<file path="src/include/boe_pkg.sv">
// Package with encodings and constants for the byte-op instruction executor
package boe_pkg;
  // ------------------------------------------------------------
  // Opcode prefixes
  // ------------------------------------------------------------
  localparam logic [6:0] NEG_PREFIX  = 7'h36;  // 0110 110a
  localparam logic [5:0] SUBB_PREFIX = 6'h16;  // 0101 10da
  localparam logic [5:0] SWAP_PREFIX = 6'h0E;  // 0011 10da
  localparam logic [5:0] INC_PREFIX  = 6'h0A;  // 0010 10da
  localparam logic [3:0] BR1_PREFIX  = 4'hE;
  localparam logic [3:0] BR2_PREFIX  = 4'hF;
  // ------------------------------------------------------------
  // Field positions
  // ------------------------------------------------------------
  localparam int DEST_BIT = 9;
  localparam int BANK_BIT = 8;
  // ------------------------------------------------------------
  // Addressing, reset values and last quarter
  // ------------------------------------------------------------
  localparam logic [7:0]  INDEX_LIMIT  = 8'h5F;
  localparam logic [7:0]  ACCESS_SPLIT = 8'h80;
  localparam logic [3:0]  ACCESS_HIGH  = 4'hF;
  localparam logic [20:0] PC_RESET     = 21'h000000;
  localparam logic [7:0]  WREG_RESET   = 8'h00;
  localparam logic [4:0]  FLAGS_RESET  = 5'h00;
  localparam logic [1:0]  Q_LAST       = 2'h3;
  // Flag positions: N, OV, Z, DC, C
  localparam int FLAG_C  = 0;
  localparam int FLAG_DC = 1;
  localparam int FLAG_Z  = 2;
  localparam int FLAG_OV = 3;
  localparam int FLAG_N  = 4;

  typedef enum logic [2:0] {
    BOE_OP_IDLE = 3'b000,
    BOE_OP_NEG  = 3'b001,
    BOE_OP_SUBB = 3'b010,
    BOE_OP_SWAP = 3'b011,
    BOE_OP_INC  = 3'b100,
    BOE_OP_BR   = 3'b101
  } boe_op_t;
endpackage

</file>
<file path="src/verilog/boe_exec.sv">
// Decode and execute core for a subset of byte-oriented instructions
//
// Functional notes
// - Negate replaces file with two's complement, flags
// - Negate always writes back to file
// - Subtract: file minus W minus inverted carry
// - Dest bit 0 selects W, 1 file
// - Bank bit 0 access bank, 1 bank select
// - Access, extended, f<=95: indexed literal offset
// - Nibble swap into destination, flags unchanged
//
// Design decisions made here: the strobed register port and the placing of the registers.
`timescale 1ns/1ps
module boe_exec (
  input  wire logic        clk,
  input  wire logic        resetn,
  input  wire logic        ext_set_en,
  input  wire logic [15:0] instr_word,
  input  wire logic [3:0]  bank_select_reg,
  input  wire logic [11:0] index_base,
  input  wire logic [7:0]  mem_rdata,
  output logic      [11:0] mem_addr,
  output logic             mem_rd,
  output logic             mem_wr,
  output logic      [7:0]  mem_wdata,
  output logic             fetch_next,
  output logic      [20:0] pc,
  output logic      [7:0]  wreg,
  output logic      [4:0]  flags,
  output logic      [1:0]  quarter
);
  // ------------------------------------------------------------
  // State
  // ------------------------------------------------------------
  logic [1:0]  next_quarter;
  logic [15:0] ir;
  logic [15:0] next_ir;
  logic        br_second;
  logic        next_br_second;
  logic [7:0]  br_lit;
  logic [7:0]  next_br_lit;
  logic [7:0]  operand;
  logic [7:0]  next_operand;
  logic [7:0]  result;
  logic [7:0]  next_result;
  logic [4:0]  next_flags;
  logic [7:0]  next_wreg;
  logic [20:0] next_pc;
  logic [11:0] next_mem_addr;
  logic        next_mem_wr;
  logic [7:0]  next_mem_wdata;
  boe_pkg::boe_op_t op;

  function automatic boe_pkg::boe_op_t decode(input logic [15:0] w);
    if (w[15:9] == boe_pkg::NEG_PREFIX)
      return boe_pkg::BOE_OP_NEG;
    else if (w[15:10] == boe_pkg::SUBB_PREFIX)
      return boe_pkg::BOE_OP_SUBB;
    else if (w[15:10] == boe_pkg::SWAP_PREFIX)
      return boe_pkg::BOE_OP_SWAP;
    else if (w[15:10] == boe_pkg::INC_PREFIX)
      return boe_pkg::BOE_OP_INC;
    else if (w[15:12] == boe_pkg::BR1_PREFIX)
      return boe_pkg::BOE_OP_BR;
    else
      return boe_pkg::BOE_OP_IDLE;
  endfunction

  // Adds a + b + cin, returns {carry, digit carry, overflow, sum}
  function automatic logic [10:0] add8(input logic [7:0] a, input logic [7:0] b,
                                       input logic cin);
    logic [8:0] s;
    logic [4:0] lo;
    logic       ov;
    s  = {1'b0, a} + {1'b0, b} + {8'h00, cin};
    lo = {1'b0, a[3:0]} + {1'b0, b[3:0]} + {4'h0, cin};
    ov = (a[7] == b[7]) && (s[7] != a[7]);
    return {s[8], lo[4], ov, s[7:0]};
  endfunction

  // Arithmetic flags from an add8 result
  function automatic logic [4:0] arith_flags(input logic [10:0] r);
    logic [4:0] f;
    f = 5'h00;
    f[boe_pkg::FLAG_C]  = r[10];
    f[boe_pkg::FLAG_DC] = r[9];
    f[boe_pkg::FLAG_OV] = r[8];
    f[boe_pkg::FLAG_N]  = r[7];
    f[boe_pkg::FLAG_Z]  = (r[7:0] == 8'h00);
    return f;
  endfunction

  // Operand address: access bank, indexed, or banked
  function automatic logic [11:0] file_addr(input logic [7:0] f, input logic a,
                                            input logic ext, input logic [3:0] bank_sel,
                                            input logic [11:0] base);
    if (a)
      return {bank_sel, f};
    else if (ext && (f <= boe_pkg::INDEX_LIMIT))
      return 12'(base + {4'h0, f});
    else if (f < boe_pkg::ACCESS_SPLIT)
      return {4'h0, f};
    else
      return {boe_pkg::ACCESS_HIGH, f};
  endfunction

  assign op = br_second ? boe_pkg::BOE_OP_IDLE : decode(ir);

  // ------------------------------------------------------------
  // Quarter sequencing and execution
  // ------------------------------------------------------------
  always_comb begin
    logic [10:0] ar;
    ar             = 11'h000;
    next_quarter   = 2'(quarter + 2'h1);
    next_ir        = ir;
    next_br_second = br_second;
    next_br_lit    = br_lit;
    next_operand   = operand;
    next_result    = result;
    next_flags     = flags;
    next_wreg      = wreg;
    next_pc        = pc;
    next_mem_addr  = mem_addr;
    next_mem_wr    = 1'b0;
    next_mem_wdata = mem_wdata;
    unique case (quarter)
      2'h0: begin
        // Decode; address is formed here so data is ready in Q2
        next_mem_addr = file_addr(ir[7:0], ir[boe_pkg::BANK_BIT], ext_set_en,
                                  bank_select_reg, index_base);
      end
      2'h1: begin
        next_operand = mem_rdata;
      end
      2'h2: begin
        unique case (op)
          boe_pkg::BOE_OP_NEG: begin
            ar          = add8(~operand, 8'h00, 1'b1);
            next_result = ar[7:0];
            next_flags  = arith_flags(ar);
          end
          boe_pkg::BOE_OP_SUBB: begin
            ar          = add8(operand, ~wreg, flags[boe_pkg::FLAG_C]);
            next_result = ar[7:0];
            next_flags  = arith_flags(ar);
          end
          boe_pkg::BOE_OP_INC: begin
            ar          = add8(operand, 8'h01, 1'b0);
            next_result = ar[7:0];
            next_flags  = arith_flags(ar);
          end
          boe_pkg::BOE_OP_SWAP: begin
            next_result = {operand[3:0], operand[7:4]};
          end
          default: begin
            next_result = result;
          end
        endcase
      end
      2'h3: begin
        next_pc = 21'(pc + 21'h2);
        unique case (op)
          boe_pkg::BOE_OP_NEG: begin
            next_mem_wr    = 1'b1;
            next_mem_wdata = result;
          end
          boe_pkg::BOE_OP_SUBB, boe_pkg::BOE_OP_SWAP, boe_pkg::BOE_OP_INC: begin
            if (ir[boe_pkg::DEST_BIT]) begin
              next_mem_wr    = 1'b1;
              next_mem_wdata = result;
            end else begin
              next_wreg = result;
            end
          end
          boe_pkg::BOE_OP_BR: begin
            // Low literal is kept aside since ir now takes the second word
            next_br_second = 1'b1;
            next_br_lit    = ir[7:0];
          end
          default: begin
            // Second word of a branch lands here: its literal completes the jump
            if (br_second) begin
              next_pc        = {ir[11:0], br_lit, 1'b0};
              next_br_second = 1'b0;
            end
          end
        endcase
        // A branch second word is fetched like any word but only read for its literal
        next_ir = instr_word;
      end
      default: begin
        next_quarter = 2'h0;
      end
    endcase
  end

  // Word taken from memory at the end of each cycle
  assign fetch_next = (quarter == boe_pkg::Q_LAST);
  assign mem_rd     = (quarter == 2'h1) && (op != boe_pkg::BOE_OP_IDLE)
                      && (op != boe_pkg::BOE_OP_BR);

  always_ff @(posedge clk or negedge resetn) begin
    if (!resetn) begin
      quarter   <= 2'h0;
      ir        <= 16'h0000;
      br_second <= 1'b0;
      br_lit    <= 8'h00;
      operand   <= 8'h00;
      result    <= 8'h00;
      flags     <= boe_pkg::FLAGS_RESET;
      wreg      <= boe_pkg::WREG_RESET;
      pc        <= boe_pkg::PC_RESET;
      mem_addr  <= 12'h000;
      mem_wr    <= 1'b0;
      mem_wdata <= 8'h00;
    end else begin
      quarter   <= next_quarter;
      ir        <= next_ir;
      br_second <= next_br_second;
      br_lit    <= next_br_lit;
      operand   <= next_operand;
      result    <= next_result;
      flags     <= next_flags;
      wreg      <= next_wreg;
      pc        <= next_pc;
      mem_addr  <= next_mem_addr;
      mem_wr    <= next_mem_wr;
      mem_wdata <= next_mem_wdata;
    end
  end
endmodule

</file>
<file path="config.mk">
export PLATFORM = sky130hd
export DESIGN_NAME = boe_exec
export DESIGN_NICKNAME = d
export VERILOG_FILES = /design/src/include/boe_pkg.sv /design/src/verilog/boe_exec.sv
export SDC_FILE = /design/constraint.sdc
export NUM_CORES = 1
export LEC_CHECK = 0
export ABC_AREA = 1
export BUFFER_PORTS_ARGS = -buffer_cell sky130_fd_sc_hd__buf_2
export CORE_ASPECT_RATIO = 1.1
export CORE_MARGIN = 2
export CORE_UTILIZATION = 62
export CTS_CLUSTER_DIAMETER = 50
export DETAILED_ROUTE_END_ITERATION = 16
export PLACE_DENSITY = 0.87
export SYNTH_ARGS = -nofsm -noshare
export SYNTH_HDL_FRONTEND = slang
export SYNTH_SLANG_ARGS = --single-unit
</file>
<file path="constraint.sdc">
create_clock -name clk -period 3.35 [get_ports clk]
set_input_delay 1.005 -clock clk [delete_from_list [all_inputs] [get_ports clk]]
set_output_delay 1.005 -clock clk [all_outputs]
set_load 0.02 [all_outputs]
</file>
Word level (Yosys, flattened, before mapping) --
Index checks and enable logic that the tools add are counted. W data, S select, Z words.
Storage, ports and cells: flip-flop bits (word level) 98, input bits 43, output and inout bits 59, word-level logic and storage cells 92
Operators by class: add/sub/neg operators 11, $lt $le $gt $ge 2, equal/unequal tests 19, mux-type cells 19, bitwise gates (word level) 6, reductions and logical operators 23
Operators with widths (number):
- $mux W21 | 2
- $mux W12 | 3
- $pmux W8 S4 | 1
- $logic_not A8 Y1 | 3
- $add A21 B2 Y21 const B | 1
- $add A8 B1 Y9 const B | 2
- $mux W3 | 6
- $not A8 Y8 | 2
- $pmux W8 S2 | 1
- $pmux W5 S3 | 1
- $add A12 B8 Y12 | 1
- $eq A6 B4 Y1 const B | 2
- $add A4 B1 Y5 const B | 2
- $add A8 B8 Y9 | 1
- $add A9 B1 Y9 | 1
- $le A8 B7 Y1 const B | 1
- $lt A8 B8 Y1 const B | 1
- $mux W8 | 1
- $reduce_and A2 Y1 | 4
- $eq A7 B6 Y1 const B | 1
- $eq A3 B2 Y1 const B | 2
- $eq A3 B3 Y1 const B | 2
- $eq A6 B5 Y1 const B | 1
- $logic_and A1 B1 Y1 | 6
- other kinds (22) | 32

Depth between registers and ports, before layout --
Gate-level depths: netlist (run 1).
word-level depth 11, depth in mapped cells 17, depth with buffers taken out 16

Worst setup path after synthesis (run 1) --
OpenSTA, ideal clock, no wires.
path type reg-to-output, start reg ir[14], end out mem_rd, arrival time 1.409 ns, data required time 2.345 ns, slack 0.936 ns, stages on the path, launching flop included 6, path through dfrtp_1 > nor2_1 > nand2_1 > a21oi_2 > nand2_2 > a31oi_1
On the way: longest elaborated chain between the ends 10, elaborated cells between the ends (all ways) 15
Ends and longest elaborated chain:
- from (decl) | RTL line boe_exec.sv:36 | logic [15:0] ir;
- from (signal assigned) | RTL line boe_exec.sv:219 | ir <= next_ir;
- $eq A4 B4 Y1 | RTL line boe_exec.sv:63 | else if (w[15:12] == boe_pkg::BR1_PREFIX)
- $mux W3 | RTL line boe_exec.sv:63
- $mux W3 | RTL line boe_exec.sv:61 | else if (w[15:10] == boe_pkg::INC_PREFIX)
- $mux W3 | RTL line boe_exec.sv:59 | else if (w[15:10] == boe_pkg::SWAP_PREFIX)
- $mux W3 | RTL line boe_exec.sv:57 | else if (w[15:10] == boe_pkg::SUBB_PREFIX)
- $mux W3 * | RTL line boe_exec.sv:55 | if (w[15:9] == boe_pkg::NEG_PREFIX)
- $mux W3 * | RTL line boe_exec.sv:107 | assign op = br_second ? boe_pkg::BOE_OP_IDLE : decode(ir);
- $reduce_bool A3 Y1 | RTL line boe_exec.sv:200 | assign mem_rd = (quarter == 2'h1) && (op != boe_pkg::BOE_OP_IDLE)
- $logic_and A1 B1 Y1 | RTL line boe_exec.sv:200
- $logic_and A1 B1 Y1 * | RTL line boe_exec.sv:201 | && (op != boe_pkg::BOE_OP_BR);
- to (decl) | RTL line boe_exec.sv:23 | output logic mem_rd,
Every way passes the cells marked *; elsewhere a longest branch is shown, timed or not.

Final worst setup path (run 1) --
Same ends and word-level chain as after synthesis.

==> reports/results.tsv, run 1 <==
stage	metric	value	unit
sta	Fin Setup TNS	0	ns
floorplan	area enclosed by the die boundary	10800	um2
synthesis	Syn Area/Cell	7.30	um2
final_layout	area taken by multi-input logic gates	3290	um2
clock_network	clock tree from TritonCTS	done	
global_routing	antenna violations before repair	0	
synthesis	share of the synthesized area in the top cell type	39.0	%
route	Residual DRC	0	
final_layout	proportion of layout cells with a drive suffix above 1	17.0	%
synthesis	post-synthesis xor/xnor area fraction	2.54	%
route	number of routed nets with antenna violations	0	
final_layout	number of fill cells in the layout	829	
clock_network	clock root buffer	clkbuf_8	
sta	fin crit share	88.8	%
sta	number of failing setup endpoints in the final timing report	0	
global_routing	via count of the first global-routing pass	5446	
floorplan	initial core utilization	63.5	%
synthesis	largest family of logic cells by synthesized area	simple AND/OR/NAND/NOR gates	
sta	setup repair after global routing missed its margin	no	
pwr	Static Leakage	3.68	nW
critical_path	required time at the endpoint of the critical path	2.34	ns
floorplan	die height	109	um
critical_path	CP Data Arrival Time	1.97	ns
clock_network	clock tree sinks	97	
synthesis	post-synth net total	924	
sta	max-slew violation total from the final report	0	
global_routing	gr ovfl total	0	
route	via count	5922	
critical_path	Crit Path Max Fanout	9	
clock_network	clock latency at the later pin of the worst-skew pair	0.38	ns
clock_network	number of resized instances in the post-cts repair step	0	
place	count of port buffers added during placement	100	
critical_path	endpoint type of the worst setup path	primary output	
synthesis	distinct cell type count after synthesis	42	
global_routing	largest net degree at the start of global routing	64	
pwr	Max VDD drop	0.293	mV
synthesis	arithmetic-cell share of the synthesized area counting full adders, half adders and majority gates	6.20	%
floorplan	FP Rows	38	
clock_network	level count of the clock H-tree	3	
route	length of the first detailed-routing pass in iterations	5	
place	total placed cells including tap cells	1056	
synthesis	largest cells by area after synthesis	dfrtp_1 39%, nand2_1 15%, inv_1 6.2%, o21ai_0 5.6%, ha_1 5.2%	
route	wire length after detailed routing	15500	um
synthesis	summed instance area of the synthesized netlist	6220	um2
critical_path	category of the critical setup timing path	reg2out	
run	number of maximum-capacitance violations	0	
final_layout	sequential cell area	2430	um2
sta	transition time at the pin with the least slew margin	0.568	ns
final_layout	area delta synth->final	13.3	%
clock_network	buffers inserted by post-CTS timing repair	0	
sta	setup slack of the critical path after layout	0.376	ns
place	routability cong.	1.01	
final_layout	final layout net count	1019	
final_layout	leading cell types in the layout, fill and taps excluded	247 x nand2_1, 103 x inv_1, 99 x buf_2, 97 x dfrtp_1, 70 x o21ai_0	
clock_network	clock input transition at the sequential cells of the worst setup and hold paths	0.09	ns
global_routing	global-route wire length before repair	25600	um
final_layout	number of diodes added for antenna fixing	0	
synthesis	Synth Area in Compound Gates	14.1	%
synthesis	sequential-to-total area share from yosys stat	39.0	%
sta	count of final hold-check violations	0	
clock_network	quantity of hold-fixing buffers added after cts	0	
clock_network	total clock buffers created by CTS	9	
route	initial drt markers	306	
hold_path	Hold WC Path Type	reg2reg	
sta	max-slew headroom at the worst pin	62.1	%
synthesis	Synth Instances	852	
synthesis	EDFF count, synth	0	
synthesis	number of storage elements in the synthesis netlist	97	
synthesis	post-synthesis cell type with the largest combined area	dfrtp_1	
place	worst slack, placed	0.727	ns
synthesis	number of synthesis warnings	0	
pwr	power density over cell area	436	nW/um2
route	average wire per standard cell	14.5	um
floorplan	core box area	9790	um2
place	post-placement cell area	6830	um2
place	half-perimeter wire length after detailed placement	11700	um
floorplan	Die Wd	99.5	um
route	vias per cell	5.52	
run_status	run status	finished clean	
synthesis	proportion of register bits with asynchronous set or reset after synthesis	100	%
synthesis	post-synthesis mux area share	0	%
sta	Final Critical Period	2.97	ns
critical_path	type of element launching the critical path	flop	
synthesis	Synth Area in Simple Gates	30.0	%
sta	worst-case clock skew	0.00807	ns
floorplan	I/O pin count	102	
final_layout	final design instance area without fill	7040	um2
sta	f_max	336	MHz
global_routing	GRT Resource Usage Total	29.9	%
final_layout	post-layout instance count excluding filler cells	1072	
clock_network	Clock Tree Buf Depth	2	
final_layout	most common cell after layout, fill and taps aside	nand2_1	
synthesis	most used flip-flop cell after synthesis	dfrtp_1	
-- state kept, by name, indices dropped and copies added (netlist names) --
signal     flops
wreg           8
operand        8
mem_addr      12
pc            20
mem_wr         1
ir            16
br_lit         8
result         8
quarter        2
flags          5
mem_wdata      8
br_second      1
-- per-stage QoR --
stage               total power, W  hold slack (ns)  util, %
floorplan                  0.00197            0.449        -
global placement           0.00221            0.457     69.7
detailed placement         0.00223            0.460     69.7
CTS                        0.00308            0.485     71.9
global route               0.00325            0.506     71.9
finish                     0.00307            0.478     71.9
-- critical path: stages, from the launching register on --
cell and delay (ns):
dfrtp_1 0.42, nor2_1 0.18, nand2_1 0.11, a21oi_2 0.19, nand2_2 0.19, a31oi_1 0.29
buf_2 0.21
-- final timing paths --
path                                   startpoint                     to  slack [ns]  depth (start not counted)
max in group asynchronous                  resetn      ir[9]$_DFFE_PN0P_        2.07                          2
setup / recovery               ir[14]$_DFFE_PN0P_                 mem_rd        0.38                          6
setup reg to reg           operand[0]$_DFFE_PN0N_  result[4]$_DFFE_PN0P_        0.92                         12
hold reg to reg              flags[3]$_DFFE_PN0P_   flags[3]$_DFFE_PN0P_        0.48                          2
min in group asynchronous                  resetn       mem_wr$_DFF_PN0_        0.57                          1
hold / removal               flags[3]$_DFFE_PN0P_   flags[3]$_DFFE_PN0P_        0.48                          2
-- kinds of logic (layout without fill, tap and decap cells) --
family                     count (synthesis)  count (layout)
AOI/OAI and AO/OA                        152             152
xor gates and xnor gates                  18              18
adders and majority gates                 29              29
buffers and inverters                    128             228
DFF                                       97              97
other                                      1               1
and+or+nand+nor                          427             427
-- cell type report --
class | count | share of cell area, %
Multi-Input combinational cell | 627 | 46.7
Clock buffer | 10 | 1.81
Sequential cell | 97 | 34.5
Tap cell | 120 | 2.13
Timing Repair Buffer | 106 | 7.96
Clock inverter | 6 | 1.28
Inverter | 106 | 5.65
-- synth_stat cells (3+ instances only) --
cell and count:
a21oi_1 46, a31oi_1 4, clkbuf_1 16, dfrtp_1 97, fa_1 3, ha_1 26, inv_1 103, nand2_1 247
nand2_2 4, nand3_1 64, nand3_4 3, nand3b_1 4, nand4_1 17, nor2_1 69, nor2_2 4, nor3_1 4
o211ai_1 4, o21ai_0 70, o21ai_1 4, o21ai_2 17, xnor2_1 4, xor2_1 14
-- report_power, final --
| part | switching (W) | internal (W) |
|---|---|---|
| logic | 0.000512 | 0.000273 |
| registers | 0.000125 | 0.00131 |
| clock network | 0.000428 | 0.000424 |
-- routing by layer --
metal  vias up  track usage [%]  wire [um]
met5         -                0          0
met4         0             12.4        502
met3        40             4.55        817
met2       205             50.7       7870
met1      2728             38.5       6350
li1       2949                -          -
(Power assumes the default switching activity.)
==> run 2, diff against run 1 <==
==> constraint.sdc (replaced) <==
create_clock -name clk -period 3.35 [get_ports clk]
set_input_delay 0 -clock clk [delete_from_list [all_inputs] [get_ports clk]]
set_output_delay 0 -clock clk [all_outputs]
set_load 0.02 [all_outputs]
==> run 2 against run 1 <==
Compared with the run above:
- combinational power grew 5.2%
- non-clock buffer count grew 29
- via count grew 3.4%
- die area is the same
- setup slack gained 0.58 ns
- sequential cell count is the same
- final cell count grew 2.7%
- fmax grew 24%
- sequential power is essentially flat
- worst hold slack lost 0.46 ns
==> reports/results.tsv, run 2 (synthesis results as in run 1) <==
stage	metric	value	unit	change
global_routing	gr ovfl total	0		unchanged
sta	max-slew headroom at the worst pin	54.5	%	was 62.1%
hold_path	Hold WC Path Type	in2reg		was reg2reg
floorplan	FP Rows	38		unchanged
sta	worst-case clock skew	0.0158	ns	was 0.00807 ns
route	length of the first detailed-routing pass in iterations	7		was 5
critical_path	endpoint type of the worst setup path	flop		was primary output
critical_path	Critical Path Start	operand[0]$_DFFE_PN0N_		was ir[14]$_DFFE_PN0P_
sta	number of failing setup endpoints in the final timing report	0		unchanged
clock_network	clock tree from TritonCTS	done		unchanged
final_layout	number of diodes added for antenna fixing	0		unchanged
sta	transition time at the pin with the least slew margin	0.681	ns	was 0.568 ns
global_routing	largest net degree at the start of global routing	52		was 64
pwr	Max VDD drop	0.296	mV	was 0.293 mV
pwr	register share of total power	47.0	%	was 46.6%
final_layout	core utilization of the finished layout	74.5	%	was 71.9%
sta	Final Critical Period	2.39	ns	was 2.97 ns
sta	f_max	418	MHz	was 336 MHz
final_layout	most common cell after layout, fill and taps aside	nand2_1		unchanged
route	initial drt markers	409		was 306
pwr	share of total power in combinational logic	27.2	%	was 25.6%
route	via count	6125		was 5922
pwr	power density over cell area	417	nW/um2	was 436 nW/um2
clock_network	level count of the clock H-tree	3		unchanged
place	routability cong.	0.991		was 1.01
final_layout	final layout net count	1048		was 1019
final_layout	area delta synth->final	17.4	%	was 13.3%
hold_path	worst hold path startpoint	index_base[9]		was flags[3]$_DFFE_PN0P_
place	count of port buffers added during placement	100		unchanged
global_routing	GRT Resource Usage Total	32.4	%	was 29.9%
pwr	Sw Share	35.8	%	was 34.7%
run	number of maximum-capacitance violations	0		unchanged
critical_path	category of the critical setup timing path	reg2reg		was reg2out
critical_path	category of cells accounting for the largest share of critical-path delay	adder cells		was simple AND/OR/NAND/NOR gates
sta	count of final hold-check violations	0		unchanged
clock_network	Clock Tree Buf Depth	2		unchanged
sta	Fin Setup TNS	0	ns	unchanged
pwr	net switching power of the design	0.00109	W	was 0.00107 W
final_layout	leading registers by flop count	pc x20, ir x16, mem_addr x12		unchanged
place	post-placement cell area	6810	um2	was 6830 um2
critical_path	required time at the endpoint of the critical path	3.67	ns	was 2.34 ns
route	vias per cell	5.56		was 5.52
floorplan	area enclosed by the die boundary	10800	um2	unchanged
route	wire length after detailed routing	16800	um	was 15500 um
final_layout	leading cell types in the layout, fill and taps excluded	247 x nand2_1, 103 x inv_1, 99 x buf_2, 97 x dfrtp_1, 70 x o21ai_0		unchanged
final_layout	proportion of layout cells with a drive suffix above 1	16.5	%	was 17.0%
floorplan	Die Wd	99.5	um	unchanged
floorplan	core box area	9790	um2	unchanged
pwr	total internal power	0.00195	W	was 0.00200 W
critical_path	slowest library cell on the worst path	dfrtp_1		unchanged
global_routing	via count of the first global-routing pass	5794		was 5446
clock_network	clock input transition at the sequential cells of the worst setup and hold paths	0.11	ns	was 0.09 ns
final_layout	flip-flop count of the largest register, all copies and words added	20		unchanged
clock_network	clock latency at the later pin of the worst-skew pair	0.38	ns	about the same
critical_path	CP Data Arrival Time	2.71	ns	was 1.97 ns
clock_network	clock root buffer	clkbuf_8		unchanged
global_routing	global-route wire length before repair	27600	um	was 25600 um
floorplan	I/O pin count	102		unchanged
sta	setup repair after global routing missed its margin	no		unchanged
route	Residual DRC	0		unchanged
route	number of routed nets with antenna violations	0		unchanged
global_routing	antenna violations before repair	0		unchanged
floorplan	initial core utilization	63.5	%	unchanged
final_layout	final design instance area without fill	7300	um2	was 7040 um2
sta	fin crit share	71.5	%	was 88.8%
route	average wire per standard cell	15.2	um	was 14.5 um
critical_path	Critical Path, Cell by Cell	inv_1, fa_1, inv_1, fa_1, nand3_1, nand2_1, xnor2_1, nand2_1, nor2_1, nand4_1, a21oi_1		was nor2_1, nand2_1, a21oi_2, nand2_2, a31oi_1, buf_2
clock_network	clock tree sinks	97		unchanged
place	half-perimeter wire length after detailed placement	12000	um	was 11700 um
final_layout	Biggest register	pc		unchanged
clock_network	total clock buffers created by CTS	9		unchanged
pwr	proportion of power drawn by the clock network	25.8	%	was 27.8%
pwr	Static Leakage	3.79	nW	was 3.68 nW
critical_path	type of element launching the critical path	flop		unchanged
critical_path	number of buffer and inverter instances along the worst setup path	2		was 1
run_status	run status	finished clean		unchanged
sta	max-slew violation total from the final report	0		unchanged
floorplan	die height	109	um	unchanged
critical_path	Crit Path Max Fanout	9		unchanged
critical_path	Critical Path Max Stage Delay	0.47	ns	was 0.42 ns
critical_path	reg-to-reg critical path startpoint	operand[0]$_DFFE_PN0N_		unchanged
-- run 2: cell type report --
type                            instances  area (um2)
Multi-Input combinational cell        627        3290
Fill cell                             776        2500
Sequential cell                        97        2430
Timing Repair Buffer                  135         838
Inverter                              106         398
Tap cell                              120         150
Clock buffer                           10         128
Clock inverter                          6        66.3
-- run 2: worst min-delay path: cells and delay by family --
| family | cells | cell delay [ns] |
|---|---|---|
| buf+inv | 1 | 0.11 |
| simple gates | 5 | 0.25 |
-- run 2: repair_timing --
| action | in CTS | in global routing |
|---|---|---|
| hold endpoints to repair | 76 | 0 |
| buffers inserted | 0 | 0 |
| resized for setup | 0 | 0 |
| setup endpoints to repair | 0 | 0 |
| hold buffers | 29 | 0 |
-- run 2: path summary, 6_finish.rpt --
check                           cells after the start                  endpoint  slack [ns]
worst max-delay path                               11      flags[2]$_DFFE_PN0P_        0.96
worst min-delay path                                6   mem_addr[9]$_DFFE_PN0N_        0.02
worst max register to register                     11      flags[2]$_DFFE_PN0P_        0.96
worst min register to register                      2  mem_wdata[5]$_DFFE_PN0P_        0.48
max in group asynchronous                           3   mem_addr[7]$_DFFE_PN0N_        2.40
min in group asynchronous                           2  mem_wdata[3]$_DFFE_PN0P_        0.19
-- run 2: power groups by stage --
| stage | Sequential [W] | Combinational, W | Clock, W |
|---|---|---|---|
| finish | 0.00143 | 0.000826 | 0.000786 |
| global route | 0.00145 | 0.000924 | 0.000844 |
| CTS | 0.00143 | 0.000821 | 0.000787 |
| global placement | 0.00144 | 0.000778 | 0 |
| floorplan | 0.00154 | 0.000431 | 0 |
| detailed placement | 0.00145 | 0.000792 | 0 |
-- run 2: metrics by stage --
stage	hold WS, ns	total power (W)	setup WS (ns)	std cells
after global placement	0.0606	0.00222	1.08	1056
after floorplan	-0.296	0.00197	1.32	852
final	0.0200	0.00304	0.956	1101
after CTS	0.00906	0.00303	0.987	1101
after detailed placement	0.0614	0.00224	1.03	1056
after global routing	0.0469	0.00321	0.706	1101
-- run 2: metal layers --
metal	global-route usage, %	vias up	share of wire, %
li1	-	3003	-
met1	39.6	2823	40
met2	55.9	243	51
met3	5.00	56	5.5
met4	16.1	0	4.1
met5	0	-	0
==> run 3, diff against run 2 <==
--- a/config.mk
+++ b/config.mk
@@ -9,10 +9,10 @@
 export BUFFER_PORTS_ARGS = -buffer_cell sky130_fd_sc_hd__buf_2
 export CORE_ASPECT_RATIO = 1.1
 export CORE_MARGIN = 2
-export CORE_UTILIZATION = 62
+export CORE_UTILIZATION = 57
 export CTS_CLUSTER_DIAMETER = 50
 export DETAILED_ROUTE_END_ITERATION = 16
-export PLACE_DENSITY = 0.87
+export PLACE_DENSITY = 0.8
 export SYNTH_ARGS = -nofsm -noshare
 export SYNTH_HDL_FRONTEND = slang
 export SYNTH_SLANG_ARGS = --single-unit
==> constraint.sdc (replaced) <==
create_clock -name clk -period 2.4 [get_ports clk]
set_input_delay 0 -clock clk [delete_from_list [all_inputs] [get_ports clk]]
set_output_delay 0 -clock clk [all_outputs]
set_load 0.02 [all_outputs]
==> run 3 against run 2 <==
Compared with the run above:
- global-route usage decreased by 2.2 points
- via count down 1.1%
- die area increased by 8.4%
- sequential power rose by 39%
- register-to-register slack lost 0.73 ns
- critical path depth grew 1
- first-iteration DRC count down 11%
- fmax rose by 9.9%
- sequential cell count did not move
- combinational power grew 42%
- wire length up 2.0%
- clock power grew 78%
==> reports/results.tsv, run 3 (synthesis results as in run 1) <==
stage	metric	value	unit	change
place	half-perimeter wire length after detailed placement	12500	um	was 12000 um
pwr	net switching power of the design	0.00157	W	was 0.00109 W
sta	Final Critical Period	2.18	ns	was 2.39 ns
critical_path	endpoint type of the worst setup path	flop		unchanged
final_layout	proportion of layout cells with a drive suffix above 1	17.9	%	was 16.5%
floorplan	core box area	10800	um2	was 9790 um2
clock_network	buffers inserted by post-CTS timing repair	0		unchanged
final_layout	number of fill cells in the layout	918		was 776
route	via count	6058		was 6125
final_layout	flip-flop count of the largest register, all copies and words added	20		unchanged
sta	max-slew headroom at the worst pin	51.1	%	was 54.5%
final_layout	number of diodes added for antenna fixing	0		unchanged
final_layout	area taken by multi-input logic gates	3290	um2	about the same
sta	setup repair after global routing missed its margin	no		unchanged
global_routing	antenna violations before repair	0		unchanged
critical_path	internal reg-to-reg setup slack	0.22	ns	was 0.96 ns
final_layout	leading cell types in the layout, fill and taps excluded	247 x nand2_1, 103 x inv_1, 99 x buf_2, 95 x dfrtp_1, 70 x o21ai_0		was 247 x nand2_1, 103 x inv_1, 99 x buf_2, 97 x dfrtp_1, 70 x o21ai_0
final_layout	sequential cell area	2430	um2	about the same
route	Residual DRC	0		unchanged
hold_path	Hold WC Path Type	in2reg		unchanged
global_routing	largest net degree at the start of global routing	56		was 52
sta	hold slack final	0.0525	ns	was 0.0200 ns
critical_path	Crit Path Max Fanout	6		was 9
pwr	Max VDD drop	0.434	mV	was 0.296 mV
floorplan	area enclosed by the die boundary	11800	um2	was 10800 um2
sta	Fin Setup TNS	0	ns	unchanged
pwr	Static Leakage	3.88	nW	was 3.79 nW
route	length of the first detailed-routing pass in iterations	7		unchanged
clock_network	clock latency at the later pin of the worst-skew pair	0.35	ns	was 0.38 ns
pwr	Sw Share	34.5	%	was 35.8%
floorplan	Die Wd	104	um	was 99.5 um
sta	setup slack of the critical path after layout	0.223	ns	was 0.956 ns
clock_network	clock tree from TritonCTS	done		unchanged
route	initial drt markers	362		was 409
route	number of routed nets with antenna violations	0		unchanged
clock_network	total clock buffers created by CTS	9		unchanged
sta	max-slew violation total from the final report	0		unchanged
clock_network	clock input transition at the sequential cells of the worst setup and hold paths	0.07	ns	was 0.11 ns
sta	number of failing setup endpoints in the final timing report	0		unchanged
floorplan	initial core utilization	57.8	%	was 63.5%
route	vias per cell	5.32		was 5.56
sta	worst-case clock skew	0.00686	ns	was 0.0158 ns
place	worst slack, placed	0.200	ns	was 1.03 ns
clock_network	level count of the clock H-tree	3		unchanged
pwr	power density over cell area	606	nW/um2	was 417 nW/um2
global_routing	GRT Resource Usage Total	30.2	%	was 32.4%
route	average wire per standard cell	15.0	um	was 15.2 um
place	routability cong.	0.990		was 0.991
floorplan	die height	114	um	was 109 um
clock_network	clock root buffer	clkbuf_16		was clkbuf_8
critical_path	category of the critical setup timing path	reg2reg		unchanged
critical_path	type of element launching the critical path	flop		unchanged
pwr	register share of total power	43.7	%	was 47.0%
final_layout	most common cell after layout, fill and taps aside	nand2_1		unchanged
clock_network	clock tree sinks	97		unchanged
sta	f_max	459	MHz	was 418 MHz
sta	fin crit share	90.7	%	was 71.5%
pwr	share of total power in combinational logic	25.7	%	was 27.2%
place	count of port buffers added during placement	100		unchanged
pwr	total internal power	0.00298	W	was 0.00195 W
critical_path	required time at the endpoint of the critical path	2.63	ns	was 3.67 ns
final_layout	final layout net count	1058		was 1048
global_routing	gr ovfl total	0		unchanged
clock_network	Clock Tree Buf Depth	2		unchanged
critical_path	CP Data Arrival Time	2.41	ns	was 2.71 ns
sta	count of final hold-check violations	0		unchanged
floorplan	FP Rows	40		was 38
pwr	proportion of power drawn by the clock network	30.6	%	was 25.8%
floorplan	I/O pin count	102		unchanged
sta	transition time at the pin with the least slew margin	0.733	ns	was 0.681 ns
run	number of maximum-capacitance violations	0		unchanged
final_layout	area delta synth->final	20.8	%	was 17.4%
route	wire length after detailed routing	17100	um	was 16800 um
final_layout	leading registers by flop count	pc x20, ir x16, mem_addr x12		unchanged
run_status	run status	finished clean		unchanged
final_layout	Biggest register	pc		unchanged
global_routing	via count of the first global-routing pass	5820		was 5794
global_routing	global-route wire length before repair	28400	um	was 27600 um
-- run 3: area by class of cell --
cell class              instances  area share (%)
repair buffers                145            12.3
well taps                     147            2.45
clock buffers                  10            3.18
inverters                     106            5.30
flip-flops and latches         97            32.4
clock inverters                 6           0.533
multi-input cells             627            43.9
-- run 3: final timing paths --
kind,start,endpoint,depth (start not counted)
hold / removal,index_base[11],mem_addr[11]$_DFFE_PN0N_,6
setup / recovery,operand[0]$_DFFE_PN0N_,result[4]$_DFFE_PN0P_,12
min in group asynchronous,resetn,mem_wr$_DFF_PN0_,2
max in group asynchronous,resetn,operand[0]$_DFFE_PN0N_,3
setup reg to reg,operand[0]$_DFFE_PN0N_,result[4]$_DFFE_PN0P_,12
hold reg to reg,mem_wdata[4]$_DFFE_PN0P_,mem_wdata[4]$_DFFE_PN0P_,2
-- run 3: power by group through the flow --
stage / combinational (W) / clock (W) / sequential, W
detailed placement: 0.00112 / 0 / 0.00202
floorplan: 0.000601 / 0 / 0.00215
finish: 0.00117 / 0.00140 / 0.00199
CTS: 0.00117 / 0.00141 / 0.00199
global route: 0.00131 / 0.00148 / 0.00202
global placement: 0.00111 / 0 / 0.00201
-- run 3: repair_timing --
| action | in CTS | in global routing |
|---|---|---|
| hold buffers | 29 | 0 |
| hold endpoints to repair | 81 | 0 |
| endpoints found under the setup margin | 0 | 3 |
| gates resized for setup | 0 | 4 |
-- run 3: critical path, cell delays in order (launching register included) --
cell,delay (ns)
dfrtp_2,0.44
inv_1,0.11
fa_1,0.18
inv_1,0.06
fa_1,0.42
nand3_1,0.09
nand2_1,0.10
xnor2_1,0.21
nor2_1,0.07
a21oi_1,0.12
nand3_1,0.12
nand2_1,0.08
o21ai_1,0.06
-- run 3: per-stage QoR --
step | total power [W] | std cells | cell area, um2 | utilization, %
after CTS | 0.00456 | 1138 | 7500 | 69.7
after global placement | 0.00313 | 1093 | 6930 | 64.4
after floorplan | 0.00275 | 852 | 6220 | -
after detailed placement | 0.00314 | 1093 | 6930 | 64.4
final | 0.00456 | 1138 | 7510 | 69.8
after global routing | 0.00480 | 1138 | 7510 | 69.8
-- run 3: routing by layer --
metal	routed length (um)	track usage, %
met4	480	10.8
met5	0	0
met2	8970	55.4
met3	918	4.34
met1	6760	36.4
